<file path="src/adcsc_pkg.sv">
// constants and carrier types of the converter status/control bank
// assumes one clock domain and a serial front end sampled on clk_sys
package adcsc_pkg;

  // -----------------------------------------------------------------
  // register selects
  // -----------------------------------------------------------------
  localparam logic [5:0] ADCSC_RS_STATUS  = 6'h00;
  localparam logic [5:0] ADCSC_RS_CONTROL = 6'h01;
  localparam logic [5:0] ADCSC_RS_DATA    = 6'h02;
  localparam logic [5:0] ADCSC_RS_ERROR   = 6'h06;

  // -----------------------------------------------------------------
  // widths, reset values, field positions
  // -----------------------------------------------------------------
  localparam int          ADCSC_CMD_W      = 8;
  localparam int          ADCSC_STAT_W     = 8;
  localparam int          ADCSC_CTRL_W     = 16;
  localparam int          ADCSC_DATA_W     = 24;
  localparam int          ADCSC_ERR_W      = 8;
  localparam int          ADCSC_SHIFT_W    = 32;
  localparam logic [15:0] ADCSC_CTRL_RESET = 16'h0000;
  localparam int          ADCSC_CTRL_DSTAT = 10;
  localparam int          ADCSC_CTRL_CONT  = 11;
  localparam logic [5:0]  ADCSC_LEN_CMD    = 6'h08;
  localparam logic [5:0]  ADCSC_LEN_STAT   = 6'h08;
  localparam logic [5:0]  ADCSC_LEN_CTRL   = 6'h10;
  localparam logic [5:0]  ADCSC_LEN_DATA   = 6'h18;
  localparam logic [5:0]  ADCSC_LEN_ERR    = 6'h08;

  // command byte as shifted in, bit 7 first
  typedef struct packed {
    logic       wen_n;
    logic       rd;
    logic [5:0] sel;
  } adcsc_cmd_t;

  // status byte layout
  typedef struct packed {
    logic       not_ready;
    logic       err_any;
    logic       zero;
    logic       por;
    logic [3:0] channel;
  } adcsc_stat_t;

  // frame phases, one-hot
  typedef enum logic [2:0] {
    ADCSC_ST_CMD  = 3'b001,
    ADCSC_ST_WR   = 3'b010,
    ADCSC_ST_RD   = 3'b100
  } adcsc_state_t;

endpackage

</file>
<file path="src/adcsc_regs.sv">
// status byte and control register of the converter, serial access
// assumes sclk, din and cs_n already synchronous to clk_sys, and
// conversion events arriving as one-cycle pulses from the core
`timescale 1ns/100ps

module adcsc_regs
(
  // clock and reset
  input  wire logic                         clk_sys,
  input  wire logic                         arst_n,
  // serial pins, sampled
  input  wire logic                         sclk,
  input  wire logic                         din,
  input  wire logic                         cs_n,
  output logic                              dout_rdy,
  // converter core events
  input  wire logic                         result_valid,
  input  wire logic [adcsc_pkg::ADCSC_DATA_W-1:0] result_data,
  input  wire logic                         pre_update,
  input  wire logic [3:0]                   conv_channel,
  input  wire logic                         low_power_state,
  input  wire logic                         powered_down,
  input  wire logic                         supply_low,
  // error register, kept elsewhere
  input  wire logic [adcsc_pkg::ADCSC_ERR_W-1:0]  error_bits,
  output logic                              error_read,
  // control register contents
  output logic [adcsc_pkg::ADCSC_CTRL_W-1:0] converter_control,
  // status byte as seen by the host
  output adcsc_pkg::adcsc_stat_t            conversion_state
);
  import adcsc_pkg::*;

  // -----------------------------------------------------------------
  // declarations
  // -----------------------------------------------------------------
  adcsc_state_t                state_reg;
  adcsc_state_t                state_next;
  logic                        sclk_reg;
  logic                        rise;
  logic [5:0]                  cnt_reg;
  logic [5:0]                  cnt_next;
  logic [5:0]                  len_reg;
  logic [5:0]                  len_next;
  logic [ADCSC_SHIFT_W-1:0]    sh_reg;
  logic [ADCSC_SHIFT_W-1:0]    sh_next;
  logic [ADCSC_CMD_W-1:0]      cmd_shift;
  adcsc_cmd_t                  cmd_reg;
  adcsc_cmd_t                  cmd_next;
  logic                        cmd_done;
  logic                        frame_end;
  logic                        ctrl_wr;
  logic                        stat_rd;
  logic                        data_rd;
  logic                        err_rd;
  logic                        not_ready_reg;
  logic                        err_reg;
  logic                        por_reg;
  logic [3:0]                  chan_reg;
  logic                        pd_reg;
  logic [ADCSC_DATA_W-1:0]     data_reg;
  logic [ADCSC_CTRL_W-1:0]     ctrl_reg;
  logic                        dout_reg;
  logic                        dout_next;
  logic                        err_rd_reg;
  adcsc_stat_t                 stat_now;

  // -----------------------------------------------------------------
  // helpers
  // -----------------------------------------------------------------
  // place a field at the top of the shifter so it leaves msb first
  function automatic logic [ADCSC_SHIFT_W-1:0] top_align
  (
    input logic [ADCSC_SHIFT_W-1:0] val,
    input logic [5:0]               len
  );
    logic [5:0] gap;
    gap = 6'(ADCSC_SHIFT_W) - len;
    return val << gap;
  endfunction

  // -----------------------------------------------------------------
  // serial edge detect
  // -----------------------------------------------------------------
  // pins count as synchronous, so one flop is enough for the edge
  always_ff @(posedge clk_sys or negedge arst_n)
  begin
    if (!arst_n)
      sclk_reg <= 1'b1;
    else
      sclk_reg <= sclk;
  end

  assign rise = sclk & ~sclk_reg & ~cs_n;

  // live status byte, bit 5 tied low
  always_comb
  begin
    stat_now.not_ready = not_ready_reg;
    stat_now.err_any   = err_reg;
    stat_now.zero      = 1'b0;
    stat_now.por       = por_reg;
    stat_now.channel   = chan_reg;
  end

  assign cmd_shift = {cmd_reg[ADCSC_CMD_W-2:0], din};

  // -----------------------------------------------------------------
  // frame sequencer
  // -----------------------------------------------------------------
  // command byte, then data shifted msb first in either direction
  always_comb
  begin
    state_next = state_reg;
    cnt_next   = cnt_reg;
    len_next   = len_reg;
    sh_next    = sh_reg;
    cmd_next   = cmd_reg;
    dout_next  = dout_reg;
    cmd_done   = 1'b0;
    frame_end  = 1'b0;
    if (cs_n)
    begin
      // a deasserted select abandons any partial transfer
      state_next = ADCSC_ST_CMD;
      cnt_next   = 6'h00;
      dout_next  = not_ready_reg;
    end
    else
    begin
      case (state_reg)
        ADCSC_ST_CMD:
        begin
          if (!rise)
            dout_next = not_ready_reg;
          else if (cnt_reg == 6'h00 && din)
            cnt_next = 6'h00;                   // wen high: hold position
          else
          begin
            cmd_next = adcsc_cmd_t'(cmd_shift);
            cnt_next = cnt_reg + 6'h01;
            if (cnt_reg + 6'h01 == ADCSC_LEN_CMD)
            begin
              cmd_done = 1'b1;
              cnt_next = 6'h00;
            end
          end
          if (cmd_done)
          begin
            if (cmd_next.rd)
            begin
              state_next = ADCSC_ST_RD;
              if (cmd_next.sel == ADCSC_RS_STATUS)
              begin
                len_next = ADCSC_LEN_STAT;
                sh_next  = top_align(32'(stat_now), ADCSC_LEN_STAT);
              end
              else if (cmd_next.sel == ADCSC_RS_CONTROL)
              begin
                len_next = ADCSC_LEN_CTRL;
                sh_next  = top_align(32'(ctrl_reg), ADCSC_LEN_CTRL);
              end
              else if (cmd_next.sel == ADCSC_RS_DATA
                       && ctrl_reg[ADCSC_CTRL_DSTAT])
              begin
                // status byte rides after the result
                len_next = ADCSC_LEN_DATA + ADCSC_LEN_STAT;
                sh_next  = {data_reg, 8'(stat_now)};
              end
              else if (cmd_next.sel == ADCSC_RS_DATA)
              begin
                len_next = ADCSC_LEN_DATA;
                sh_next  = top_align(32'(data_reg), ADCSC_LEN_DATA);
              end
              else if (cmd_next.sel == ADCSC_RS_ERROR)
              begin
                len_next = ADCSC_LEN_ERR;
                sh_next  = top_align(32'(error_bits), ADCSC_LEN_ERR);
              end
              else
              begin
                // unmapped selects read back zeros
                len_next = ADCSC_LEN_STAT;
                sh_next  = '0;
              end
              dout_next = sh_next[ADCSC_SHIFT_W-1];
            end
            else
            begin
              state_next = ADCSC_ST_WR;
              // status is read-only: its write is a byte thrown away
              len_next = (cmd_next.sel == ADCSC_RS_CONTROL)
                         ? ADCSC_LEN_CTRL : ADCSC_LEN_STAT;
              sh_next  = '0;
            end
          end
        end
        ADCSC_ST_WR:
        begin
          if (rise)
          begin
            sh_next  = {sh_reg[ADCSC_SHIFT_W-2:0], din};
            cnt_next = cnt_reg + 6'h01;
            if (cnt_reg + 6'h01 == len_reg)
            begin
              frame_end  = 1'b1;
              cnt_next   = 6'h00;
              state_next = ADCSC_ST_CMD;
            end
          end
        end
        ADCSC_ST_RD:
        begin
          if (rise)
          begin
            sh_next   = {sh_reg[ADCSC_SHIFT_W-2:0], 1'b0};
            dout_next = sh_next[ADCSC_SHIFT_W-1];
            cnt_next  = cnt_reg + 6'h01;
            if (cnt_reg + 6'h01 == len_reg)
            begin
              frame_end  = 1'b1;
              cnt_next   = 6'h00;
              state_next = ADCSC_ST_CMD;
              dout_next  = not_ready_reg;
            end
          end
        end
        default:
        begin
          state_next = ADCSC_ST_CMD;
          cnt_next   = 6'h00;
        end
      endcase
    end
  end

  // accesses qualified by their command: writes, data and error reads at frame end, status reads at command end
  assign ctrl_wr = frame_end && state_reg == ADCSC_ST_WR
                   && cmd_reg.sel == ADCSC_RS_CONTROL;
  assign stat_rd = cmd_done && cmd_next.rd
                   && cmd_next.sel == ADCSC_RS_STATUS;
  assign data_rd = frame_end && state_reg == ADCSC_ST_RD
                   && cmd_reg.sel == ADCSC_RS_DATA;
  assign err_rd  = frame_end && state_reg == ADCSC_ST_RD
                   && cmd_reg.sel == ADCSC_RS_ERROR;

  always_ff @(posedge clk_sys or negedge arst_n)
  begin
    if (!arst_n)
    begin
      state_reg <= ADCSC_ST_CMD;
      cnt_reg   <= 6'h00;
      len_reg   <= ADCSC_LEN_STAT;
      sh_reg    <= '0;
      cmd_reg   <= '0;
      dout_reg  <= 1'b0;
    end
    else
    begin
      state_reg <= state_next;
      cnt_reg   <= cnt_next;
      len_reg   <= len_next;
      sh_reg    <= sh_next;
      cmd_reg   <= cmd_next;
      dout_reg  <= dout_next;
    end
  end

  // -----------------------------------------------------------------
  // control register
  // -----------------------------------------------------------------
  // all sixteen bits stored as written; the top three are the host's
  always_ff @(posedge clk_sys or negedge arst_n)
  begin
    if (!arst_n)
      ctrl_reg <= ADCSC_CTRL_RESET;
    else if (ctrl_wr)
      ctrl_reg <= sh_next[ADCSC_CTRL_W-1:0];
  end

  // -----------------------------------------------------------------
  // status flags
  // -----------------------------------------------------------------
  // not-ready: any set source beats a same-cycle clear
  always_ff @(posedge clk_sys or negedge arst_n)
  begin
    if (!arst_n)
      not_ready_reg <= 1'b0;
    else if (low_power_state)
      not_ready_reg <= 1'b1;
    else if (data_rd || pre_update)
      not_ready_reg <= 1'b1;
    else if (result_valid)
      not_ready_reg <= 1'b0;
  end

  // latest result, held for the data register read
  always_ff @(posedge clk_sys or negedge arst_n)
  begin
    if (!arst_n)
      data_reg <= '0;
    else if (result_valid)
      data_reg <= result_data;
  end

  // error summary follows new error bits, cleared by error read
  always_ff @(posedge clk_sys or negedge arst_n)
  begin
    if (!arst_n)
      err_reg <= 1'b0;
    else if (|error_bits && !err_rd_reg)
      err_reg <= 1'b1;
    else if (err_rd)
      err_reg <= 1'b0;
  end

  // power-down history for the exit edge
  always_ff @(posedge clk_sys or negedge arst_n)
  begin
    if (!arst_n)
      pd_reg <= 1'b0;
    else
      pd_reg <= powered_down;
  end

  // reset flag comes up set, since every reset counts as one
  always_ff @(posedge clk_sys or negedge arst_n)
  begin
    if (!arst_n)
      por_reg <= 1'b1;
    else if (supply_low || (pd_reg && !powered_down))
      por_reg <= 1'b1;
    else if (stat_rd)
      por_reg <= 1'b0;
  end

  // channel code tracks the core
  always_ff @(posedge clk_sys or negedge arst_n)
  begin
    if (!arst_n)
      chan_reg <= 4'h0;
    else
      chan_reg <= conv_channel;
  end

  // -----------------------------------------------------------------
  // outputs
  // -----------------------------------------------------------------
  // error read pulse lets the error register clear its own flags;
  // it also masks the summary set for the cycle the bits drop
  always_ff @(posedge clk_sys or negedge arst_n)
  begin
    if (!arst_n)
      err_rd_reg <= 1'b0;
    else
      err_rd_reg <= err_rd;
  end

  assign error_read        = err_rd_reg;
  assign dout_rdy          = dout_reg;
  assign converter_control = ctrl_reg;
  assign conversion_state  = {not_ready_reg, err_reg, 1'b0,
                              por_reg, chan_reg};

endmodule

</file>
<file path="config.mk">
export PLATFORM = sky130hd
export DESIGN_NAME = adcsc_regs
export DESIGN_NICKNAME = d
export VERILOG_FILES = /design/src/adcsc_pkg.sv /design/src/adcsc_regs.sv
export SDC_FILE = /design/constraint.sdc
export NUM_CORES = 1
export LEC_CHECK = 0
export BUFFER_PORTS_ARGS = -buffer_cell sky130_fd_sc_hd__buf_2
export CORE_UTILIZATION = 45
export CTS_CLUSTER_DIAMETER = 40
export DETAILED_ROUTE_END_ITERATION = 8
export GPL_TIMING_DRIVEN = 0
export PLACE_DENSITY = 0.68
export SYNTH_ARGS = -nofsm -noshare
export SYNTH_HDL_FRONTEND = slang
export SYNTH_SLANG_ARGS = --single-unit
</file>
<file path="constraint.sdc">
create_clock -name clk_sys -period 2.15 [get_ports clk_sys]
set_input_delay 0.5375 -clock clk_sys [delete_from_list [all_inputs] [get_ports clk_sys]]
set_output_delay 0.5375 -clock clk_sys [all_outputs]
set_load 0.05 [all_outputs]
</file>
==> out/results.tsv, run 1 <==
stage	metric	value	unit
synthesis	yosysUniqueCellTypes	64	
worst_setup_path	endpoint_kind	flop	
cts	cts.clk_slew.worst_paths	0.11	ns
sta	holdWs	0.09269	ns
worst_setup_path	slowest_delay	0.45	ns
power	power_frac_seq	43.5	%
finish	largest_reg_flops	31	
floorplanning	die_y	107.9	um
worst_setup_path	r2r_cells	10	
finish	fin_area	6551	um^2
run_status	status	finished, violations left	
sta	finalCriticalPeriod	2.339	ns
run_status	violations	setup timing	
worst_setup_path	worstPathRequired	2.45	ns
placement	place_area	5693	um^2
finish	nFillCells	880	
route	wl	13400	um
placement	dp_hpwl	9312	um
worst_setup_path	crit_type	reg2reg	
floorplanning	dieArea	11650	um^2
worst_setup_path	cpMaxStageDelayCell	dfrtp_1	
grt	antenna_found_initial	0	
floorplanning	rows	38	
grt	grt_pass1_vias	3968	
finish	n_antenna_cell	0	
synthesis	syn_area_per_cell	11.15	um^2
power	swShare	33.70	%
worst_setup_path	reg2reg_from	cnt_reg[1]	
synthesis	netlist_area	5050	um^2
placement	place_inst	662	
synthesis	synthFlopType	dfrtp_1	
sta	finalHoldViolations	0	
worst_setup_path	cp_cell_sequence	inv_1 > ha_2 > nand3b_1 > o21ai_4 > a2111oi_4 > buf_4 > buf_4 > a31oi_1 > a221oi_4 > a221o_1	
route	drt_iter0_markers	322	
cts	cts_tree	yes	
route	antenna_left	0	
sta	max-slew-margin-rel	56.83	%
cts	cts_hold_buf	0	
hold_path	min_path_type	in2async	
finish	fin_cells	703	
worst_setup_path	cp_common_cell	buf_4	
synthesis	ys_warn_count	0	
flow_run	maxCapViolations	0	
route	viasPerCell	5.895	
synthesis	ys_async_sr_fraction	100.0	%
worst_setup_path	cp_max_fo	5	
sta	rsz0062_at_grt	true	
power	internal_power	0.003291	W
cts	cts-root-buf	clkbuf_8	
route	vias	4144	
cts	cts.sinks	101	
route	drc	0	
placement	place_congestion	0.8831	
sta	worst_pin_slew	0.6475	ns
power	p_switching	0.001673	W
sta	finalCritPeriodShare	108.8	%
worst_setup_path	rrSetupSlack	-0.19	ns
synthesis	synth_edf_count	0	
sta	slew_viol_final	0	
finish	area_growth	29.73	%
sta	max_freq	427.5	MHz
floorplanning	coreArea	10890	um^2
floorplanning	die_width	107.9	um
cts	htreeDepth	3	
floorplanning	io_pins	72	
cts	clk_path_buf_depth	2	
synthesis	synth-seq-cells	101	
synthesis	synth-seq-area-share	50.15	%
route	routedWlPerCell	19.06	um
placement	port_buffers	68	
sta	setup_slack	-0.1893	ns
power	p_comb_share	28.1	%
power	ir_worst_vdd	895.7	uV
grt	groute.usage.overall	24.32	%
power	p_clk_share	28.3	%
power	p_leak	2.954	nW
worst_setup_path	arrival	2.63	ns
sta	finClkSkew	0.01279	ns
worst_setup_path	r2r_end	sh_reg[26]	
power	p_per_area	757.7	nW/um^2
power	p_total	0.004964	W
finish	regArea	2537	um^2
grt	grt_overflow_total	0	
route	dr.pass1.iters	8	
sta	finalSetupViolCount	42	
finish	drive_above_1_share	45.12	%
grt	grt_max_degree	65	
floorplanning	initial_core_util	46.38	%
finish	multi_input_area	2653	um^2
worst_setup_path	path_buf_inv	3	
cts	clock_latency	0.40	ns
cts	cts_made_buffers	9	
worst_setup_path	startpoint_type	flop	
worst_setup_path	crit_family	compound AO/OA/AOI/OAI gates	
grt	grt_pass1_wl	21270	um
synthesis	syn_nets	501	
synthesis	syn_inst	453	
finish	final_nets	606	
what timing repair did:
item / CTS / global route
cloned: 2 / 0
pin swaps: 15 / 15
buffers inserted: 18 / 10
resized for setup: 41 / 65
setup endpoints to repair: 61 / 66
routing by layer:
layer,share of wire (%),track usage [%],vias up
met5,0,0,-
li1,-,-,1896
met4,1.4,5.871,0
met3,5.6,6.209,18
met1,46,34.41,2084
met2,47,37.45,146
cell usage after synthesis (all sizes together), types with 3 or more instances:
library cell	number	area share, %
or4	3	0.45
nand3b	4	0.59
nand4	4	0.50
a31oi	11	1.4
a221oi	9	2.4
o21ai	24	2.6
a211oi	5	0.74
clkbuf	18	1.3
mux2i	9	1.8
buf	16	2.3
nand3	5	0.50
a222oi	8	1.6
mux2	38	8.5
nor3b	5	0.94
dfstp	4	2.1
a22o	9	1.6
a221o	22	4.4
or2	5	0.62
inv	15	1.1
and2	8	0.99
a21o	3	0.45
nand2b	9	1.1
a21oi	12	1.3
nor3	9	0.89
dfrtp	97	48
nor2	20	1.5
nor4b	3	0.52
xnor2	3	0.52
nand2	43	3.2
power groups by stage:
| stage | logic (W) | clock network (W) | registers, W |
|---|---|---|---|
| floorplan | 0.000758 | 0 | 0.00216 |
| global placement | 0.00100 | 0 | 0.00218 |
| detailed placement | 0.00103 | 0 | 0.00218 |
| CTS | 0.00122 | 0.00143 | 0.00214 |
| global route | 0.00149 | 0.00151 | 0.00218 |
| finish | 0.00140 | 0.00141 | 0.00216 |
cells by family (layout without fill, tap and decap cells):
family	Yosys count	after routing	share of synthesized area (%)
AO/OA/AOI/OAI	119	119	19.55
XOR/XNOR	5	5	0.8674
adder cells (fa/ha/maj)	2	2	0.4955
buffers and inverters	50	160	4.806
flip-flops	101	101	50.15
multiplexers	47	47	10.33
other	1	1	0.07426
AND/OR/NAND/NOR	128	128	13.73
per-stage QoR:
stage	util (%)	worst slack, ns	TNS, ns
global route	60.17	-0.2745	-7.736
finish	60.17	-0.1893	-3.688
detailed placement	52.29	-0.5859	-26.88
global placement	52.01	-0.6053	-77.94
CTS	57.42	-0.1776	-4.329
floorplan	-	-0.06702	-0.8534
final cells by class:
type,count,share of cell area (%)
sequential,101,38.73
multi-input combinational,302,40.49
clock inverter,7,1.604
clock buffer,9,1.891
buffer,29,3.629
timing repair buffer,99,10.06
tap,140,2.674
inverter,16,0.9167
how the worst max path moves through the flow:
stage                from    endpoint  slack [ns]  cells past startpoint
3_3_place_gp         cs_n  sh_reg[19]       -0.61                      6
2_1_floorplan  cnt_reg[5]  sh_reg[29]       -0.07                      9
4_1_cts        cnt_reg[5]  sh_reg[26]       -0.18                      7
3_5_place_dp         cs_n  sh_reg[24]       -0.59                      7
5_1_grt        cnt_reg[1]  sh_reg[28]       -0.27                      9
6_report       cnt_reg[1]  sh_reg[26]       -0.19                     10
placed cells by master (no fill, tap or decap), types with 3 or more instances in the layout:
cell / Yosys / final
a31oi_1: 11 / 8
nor2_1: 20 / 16
a21oi_1: 11 / 9
and2_1: 8 / 7
clkbuf_2: 0 / 4
nor3_2: 0 / 3
a22o_1: 9 / 9
dfrtp_2: 0 / 4
a222oi_1: 8 / 8
o21ai_0: 21 / 13
a211oi_2: 0 / 3
or2_4: 0 / 3
nand2_1: 42 / 33
nand4_1: 4 / 4
nor3_1: 9 / 5
o21ai_1: 2 / 7
buf_8: 0 / 4
a21o_1: 3 / 3
nor2_2: 0 / 4
clkbuf_1: 18 / 4
a31oi_2: 0 / 3
o21ai_4: 1 / 3
mux2i_1: 9 / 7
nand2b_1: 9 / 9
mux2_2: 36 / 35
clkbuf_8: 0 / 9
buf_6: 4 / 11
buf_12: 0 / 4
a221oi_4: 0 / 5
mux2_4: 1 / 3
buf_4: 5 / 26
clkbuf_4: 0 / 3
nand3_1: 5 / 5
dfstp_2: 4 / 4
buf_2: 5 / 69
a221o_1: 22 / 22
dfrtp_1: 97 / 93
nand3b_1: 4 / 4
inv_1: 15 / 14
nand2_2: 1 / 9
(Power assumes the default switching activity.)
==> inputs of run 2 (changes only) <==
--- a/config.mk
+++ b/config.mk
@@ -10,7 +10,7 @@
 export CTS_CLUSTER_DIAMETER = 40
 export DETAILED_ROUTE_END_ITERATION = 8
 export GPL_TIMING_DRIVEN = 0
-export PLACE_DENSITY = 0.68
+export PLACE_DENSITY = 0.65
 export SYNTH_ARGS = -nofsm -noshare
 export SYNTH_HDL_FRONTEND = slang
 export SYNTH_SLANG_ARGS = --single-unit
==> constraint.sdc (replaced) <==
create_clock -name clk_sys -period 2.5 [get_ports clk_sys]
set_input_delay 0.625 -clock clk_sys [delete_from_list [all_inputs] [get_ports clk_sys]]
set_output_delay 0.625 -clock clk_sys [all_outputs]
set_load 0.05 [all_outputs]
==> run 2 against run 1 <==
Effect of this change:
- fmax shrank 3.7%
- the run now ends clean
- non-clock buffer count shrank 15
- die area is the same
- worst setup slack gained 0.26 ns
- critical endpoint is now converter_control[5]
- wire length shrank 4.9%
- worst hold slack gained 0.069 ns
==> out/results.tsv, run 2 (synthesis results as in run 1) <==
stage	metric	value	unit
run_status	status	finished clean	
hold_path	min_path_type	in2async	
placement	place_congestion	0.8928	
route	viasPerCell	5.840	
route	wl	12740	um
finish	area_growth	19.38	%
sta	finalHoldViolations	0	
cts	htreeDepth	3	
sta	finClkSkew	0.01292	ns
route	antenna_left	0	
finish	nFillCells	967	
cts	clock_latency	0.38	ns
placement	place_inst	662	
placement	place_ws	-0.6051	ns
worst_setup_path	slowest_delay	0.51	ns
sta	max-slew-margin-rel	54.90	%
grt	groute.usage.overall	23.21	%
worst_setup_path	cp_cell_sequence	or3_1 > or2_2 > nor3_1 > nand4_1 > buf_6 > mux2_1	
grt	grt_overflow_total	0	
finish	final_common_cell	dfrtp_1	
cts	cts.sinks	101	
sta	finalCritPeriodShare	97.20	%
route	drt_iter0_markers	234	
worst_setup_path	crit_family	simple AND/OR/NAND/NOR gates	
grt	grt_pass1_wl	20420	um
finish	fin_cells	688	
grt	grt_max_degree	73	
floorplanning	die_y	107.9	um
worst_setup_path	path_buf_inv	1	
cts	cts_tree	yes	
power	p_per_area	674.2	nW/um^2
sta	worst_pin_slew	0.6764	ns
placement	port_buffers	68	
power	ir_worst_vdd	485.2	uV
cts	clk_path_buf_depth	2	
cts	cts_made_buffers	9	
finish	mostFrequentLayoutCells	dfrtp_1, buf_2, nand2_1	
sta	finalSetupViolCount	0	
finish	drive_above_1_share	34.49	%
sta	rsz0062_at_grt	true	
worst_setup_path	worstPathRequired	2.78	ns
cts	cts_hold_buf	0	
floorplanning	coreArea	10890	um^2
floorplanning	io_pins	72	
worst_setup_path	crit_type	reg2reg	
worst_setup_path	cp_max_fo	10	
worst_setup_path	endpoint_kind	flop	
worst_setup_path	cpMaxStageDelayCell	or3_1	
route	vias	4018	
flow_run	maxCapViolations	0	
sta	setup_slack	0.07003	ns
placement	dp_hpwl	9238	um
route	routedWlPerCell	18.51	um
finish	final_nets	591	
worst_setup_path	startpoint_type	flop	
sta	max_freq	411.5	MHz
floorplanning	dieArea	11650	um^2
floorplanning	initial_core_util	46.38	%
cts	cts.clk_slew.worst_paths	0.11	ns
grt	grt_pass1_vias	3942	
route	dr.pass1.iters	5	
finish	n_antenna_cell	0	
grt	antenna_found_initial	0	
route	drc	0	
floorplanning	die_width	107.9	um
sta	finalCriticalPeriod	2.430	ns
worst_setup_path	arrival	2.71	ns
power	p_leak	2.761	nW
floorplanning	rows	38	
sta	slew_viol_final	0	
finish	largest_reg_flops	31	
cts	cts-root-buf	clkbuf_8	
-- run 2: metal layers --
metal	up-vias	track usage (%)	wire length, um
met4	0	10.08	305
met5	-	0	0
met3	23	3.134	474
li1	1866	-	-
met1	2012	31.72	5855
met2	117	37.09	6101
-- run 2: where the power goes --
group          internal [W]  switching [W]  total [W]
combinational      0.000378       0.000546   0.000924
sequential          0.00173       0.000112    0.00184
clock              0.000701       0.000597    0.00130
-- run 2: worst paths after layout --
| path | startpoint | to | slack [ns] | cells past startpoint |
|---|---|---|---|---|
| setup / recovery | cmd_reg[3] | converter_control[5] | 0.07 | 6 |
| hold / removal | arst_n | cnt_reg[2] | 0.16 | 1 |
| setup reg to reg | cmd_reg[3] | converter_control[5] | 0.07 | 6 |
| hold reg to reg | error_read | err_reg | 0.49 | 1 |
| max in group asynchronous | arst_n | len_reg[3] | 1.61 | 2 |
| min in group clk_sys | conv_channel[2] | chan_reg[2] | 0.34 | 1 |
-- run 2: worst reg2reg max path, stage by stage (launching register included) --
cell and delay [ns]:
dfrtp_1 0.48, or3_1 0.51, or2_2 0.36, nor3_1 0.19, nand4_1 0.25, buf_6 0.23
mux2_1 0.31
-- run 2: timing repair --
action | 4_1_cts | 5_1_grt
endpoints found under the setup margin | 41 | 46
buffers inserted | 4 | 6
gates resized for setup | 9 | 23
pin swaps | 4 | 4
-- run 2: per-stage QoR --
| stage | hold slack [ns] | util (%) | setup TNS [ns] | total power [W] | area (um^2) |
|---|---|---|---|---|---|
| 6_report | 0.1612 | 55.37 | 0 | 0.004064 | 6028 |
| 5_1_grt | 0.1830 | 55.37 | -0.05131 | 0.004231 | 6028 |
| 4_1_cts | 0.1682 | 54.44 | 0 | 0.004043 | 5927 |
| 3_5_place_dp | 0.4554 | 51.39 | -24.13 | 0.002723 | 5595 |
| 3_3_place_gp | 0.4614 | 51.11 | -44.62 | 0.002695 | 5565 |
| 2_1_floorplan | 0.3294 | - | 0 | 0.002478 | 5050 |
-- run 2: final cells by class --
type	count	area, um^2	share of cell area (%)
flip-flops and latches	101	2535	42.05
plain buffers	34	207.7	3.445
inverters	16	60.06	0.9963
clock buffers	10	137.6	2.283
clock inverters	6	117.6	1.951
repair buffers	79	457.9	7.597
well taps	140	175.2	2.906
multi-input cells	302	2337	38.77
==> inputs of run 3 (changes only) <==
--- a/config.mk
+++ b/config.mk
@@ -6,11 +6,11 @@
 export NUM_CORES = 1
 export LEC_CHECK = 0
 export BUFFER_PORTS_ARGS = -buffer_cell sky130_fd_sc_hd__buf_2
-export CORE_UTILIZATION = 45
+export CORE_UTILIZATION = 50
 export CTS_CLUSTER_DIAMETER = 40
 export DETAILED_ROUTE_END_ITERATION = 8
 export GPL_TIMING_DRIVEN = 0
-export PLACE_DENSITY = 0.65
+export PLACE_DENSITY = 0.71
 export SYNTH_ARGS = -nofsm -noshare
 export SYNTH_HDL_FRONTEND = slang
 export SYNTH_SLANG_ARGS = --single-unit
==> run 3 against run 2 <==
Effect of this change:
- global-route usage is 1.5 points higher
- non-clock buffer count fell by 4
- via count increased by 0.55%
- sequential power is essentially flat
- count of clock-buffer cells in the layout rose by 1
- sequential share of layout area grew 0.53 points
- first-iteration DRC count rose by 26%
- critical path depth is 2 higher
==> out/results.tsv, run 3 (synthesis results as in run 1) <==
stage	metric	value	unit
finish	fin_cells	676	
route	vias	4040	
finish	final_nets	587	
worst_setup_path	crit_family	compound AO/OA/AOI/OAI gates	
floorplanning	dieArea	10510	um^2
worst_setup_path	cp.depth	8	
route	antenna_left	0	
floorplanning	die_y	102.5	um
sta	finClkSkew	0.008447	ns
floorplanning	rows	36	
grt	antenna_found_initial	0	
sta	worst_pin_slew	0.7143	ns
power	p_comb_share	24.1	%
grt	grt_pass1_wl	19550	um
finish	fin_util	60.88	%
worst_setup_path	rrSetupSlack	0.09	ns
cts	cts.sinks	101	
sta	holdWs	0.1874	ns
power	internal_power	0.002624	W
sta	slew_viol_final	0	
finish	largest_reg_flops	31	
floorplanning	initial_core_util	51.66	%
worst_setup_path	endpoint_kind	flop	
grt	groute.usage.overall	24.75	%
worst_setup_path	worstPathRequired	2.81	ns
worst_setup_path	r2r_cells	9	
sta	finalCriticalPeriod	2.445	ns
floorplanning	io_pins	72	
hold_path	min_path_type	in2async	
sta	max-slew-margin-rel	52.38	%
worst_setup_path	path_buf_inv	2	
finish	drive_above_1_share	33.70	%
worst_setup_path	arrival	2.75	ns
sta	finalHoldViolations	0	
finish	area_growth	17.84	%
placement	place_inst	655	
route	drt_iter0_markers	294	
finish	n_antenna_cell	0	
worst_setup_path	reg2reg_from	cnt_reg[5]	
placement	dp_hpwl	9139	um
power	power_frac_seq	48.0	%
worst_setup_path	cpMaxStageDelayCell	clkbuf_1	
placement	port_buffers	68	
route	drc	0	
grt	grt_overflow_total	0	
route	wl	12340	um
cts	cts.clk_slew.worst_paths	0.09	ns
worst_setup_path	cp_cell_sequence	clkbuf_1 > nand3b_1 > o21ai_4 > mux2_4 > or3b_1 > buf_6 > a221oi_2 > a221o_1	
power	p_switching	0.001210	W
worst_setup_path	crit_type	in2reg	
finish	final_common_cell	dfrtp_1	
worst_setup_path	startpoint_type	input pin	
finish	fin_area	5951	um^2
placement	place_area	5587	um^2
grt	grt_max_degree	73	
cts	htreeDepth	3	
run_status	status	finished clean	
sta	max_freq	409.0	MHz
worst_setup_path	startpoint	din	
sta	rsz0062_at_grt	true	
worst_setup_path	slowest_delay	0.41	ns
power	p_leak	2.734	nW
route	viasPerCell	5.976	
worst_setup_path	cp_max_fo	10	
cts	cts_hold_buf	0	
route	dr.pass1.iters	8	
floorplanning	die_width	102.5	um
power	ir_worst_vdd	482.0	uV
grt	grt_pass1_vias	3711	
finish	mostFrequentLayoutCells	dfrtp_1, buf_2, nand2_1	
power	p_clk_share	27.9	%
route	routedWlPerCell	18.25	um
cts	cts_made_buffers	9	
floorplanning	coreArea	9774	um^2
power	p_per_area	644.4	nW/um^2
cts	clock_latency	0.36	ns
sta	finalCritPeriodShare	97.80	%
placement	place_ws	-0.6044	ns
cts	cts-root-buf	clkbuf_8	
cts	cts_tree	yes	
power	swShare	31.56	%
sta	finalSetupViolCount	0	
placement	place_congestion	0.8776	
cts	clk_path_buf_depth	2	
flow_run	maxCapViolations	0	
sta	setup_slack	0.05499	ns
run 3: final timing paths:
| kind | endpoint |
|---|---|
| worst min register to register | err_reg |
| worst max register to register | sh_reg[24] |
| worst min-delay path | state_reg[2] |
| min in group clk_sys | chan_reg[3] |
| worst max-delay path | sh_reg[24] |
| max in group asynchronous | len_reg[3] |
run 3: cell type report:
class,count,area [um^2]
multi-input cells,302,2357
plain buffers,34,198.9
repair buffers,75,427.9
clock inverters,4,55.05
clock buffers,11,151.4
flip-flops and latches,101,2534
inverters,16,60.06
fillers,834,3824
well taps,133,166.4
run 3: power by group through the flow:
stage	registers, W	logic (W)	clock network (W)
floorplan	0.00185	0.000624	0
global placement	0.00186	0.000830	0
detailed placement	0.00187	0.000852	0
CTS	0.00184	0.000878	0.00110
global route	0.00186	0.00100	0.00117
finish	0.00184	0.000924	0.00107
run 3: per-layer routing:
metal  track usage [%]  share of wire, %  wire, um  vias up
met5                 0                 0         0        -
met4             5.165               1.0       124        0
met3             4.542               5.2       639       14
met2             37.54                47      5759      137
met1             37.09                47      5816     2025
li1                  -                 -         -     1864
run 3: repair_timing:
action,CTS,global route
setup endpoints to repair,46,41
buffers inserted,3,3
resized for setup,8,24
pin swaps,4,5
run 3: stage by stage:
step                power, W  setup TNS, ns
detailed placement  0.002719         -25.82
global placement    0.002695         -44.13
floorplan           0.002478              0
global route        0.004029       -0.04982
CTS                 0.003810              0
finish              0.003835              0
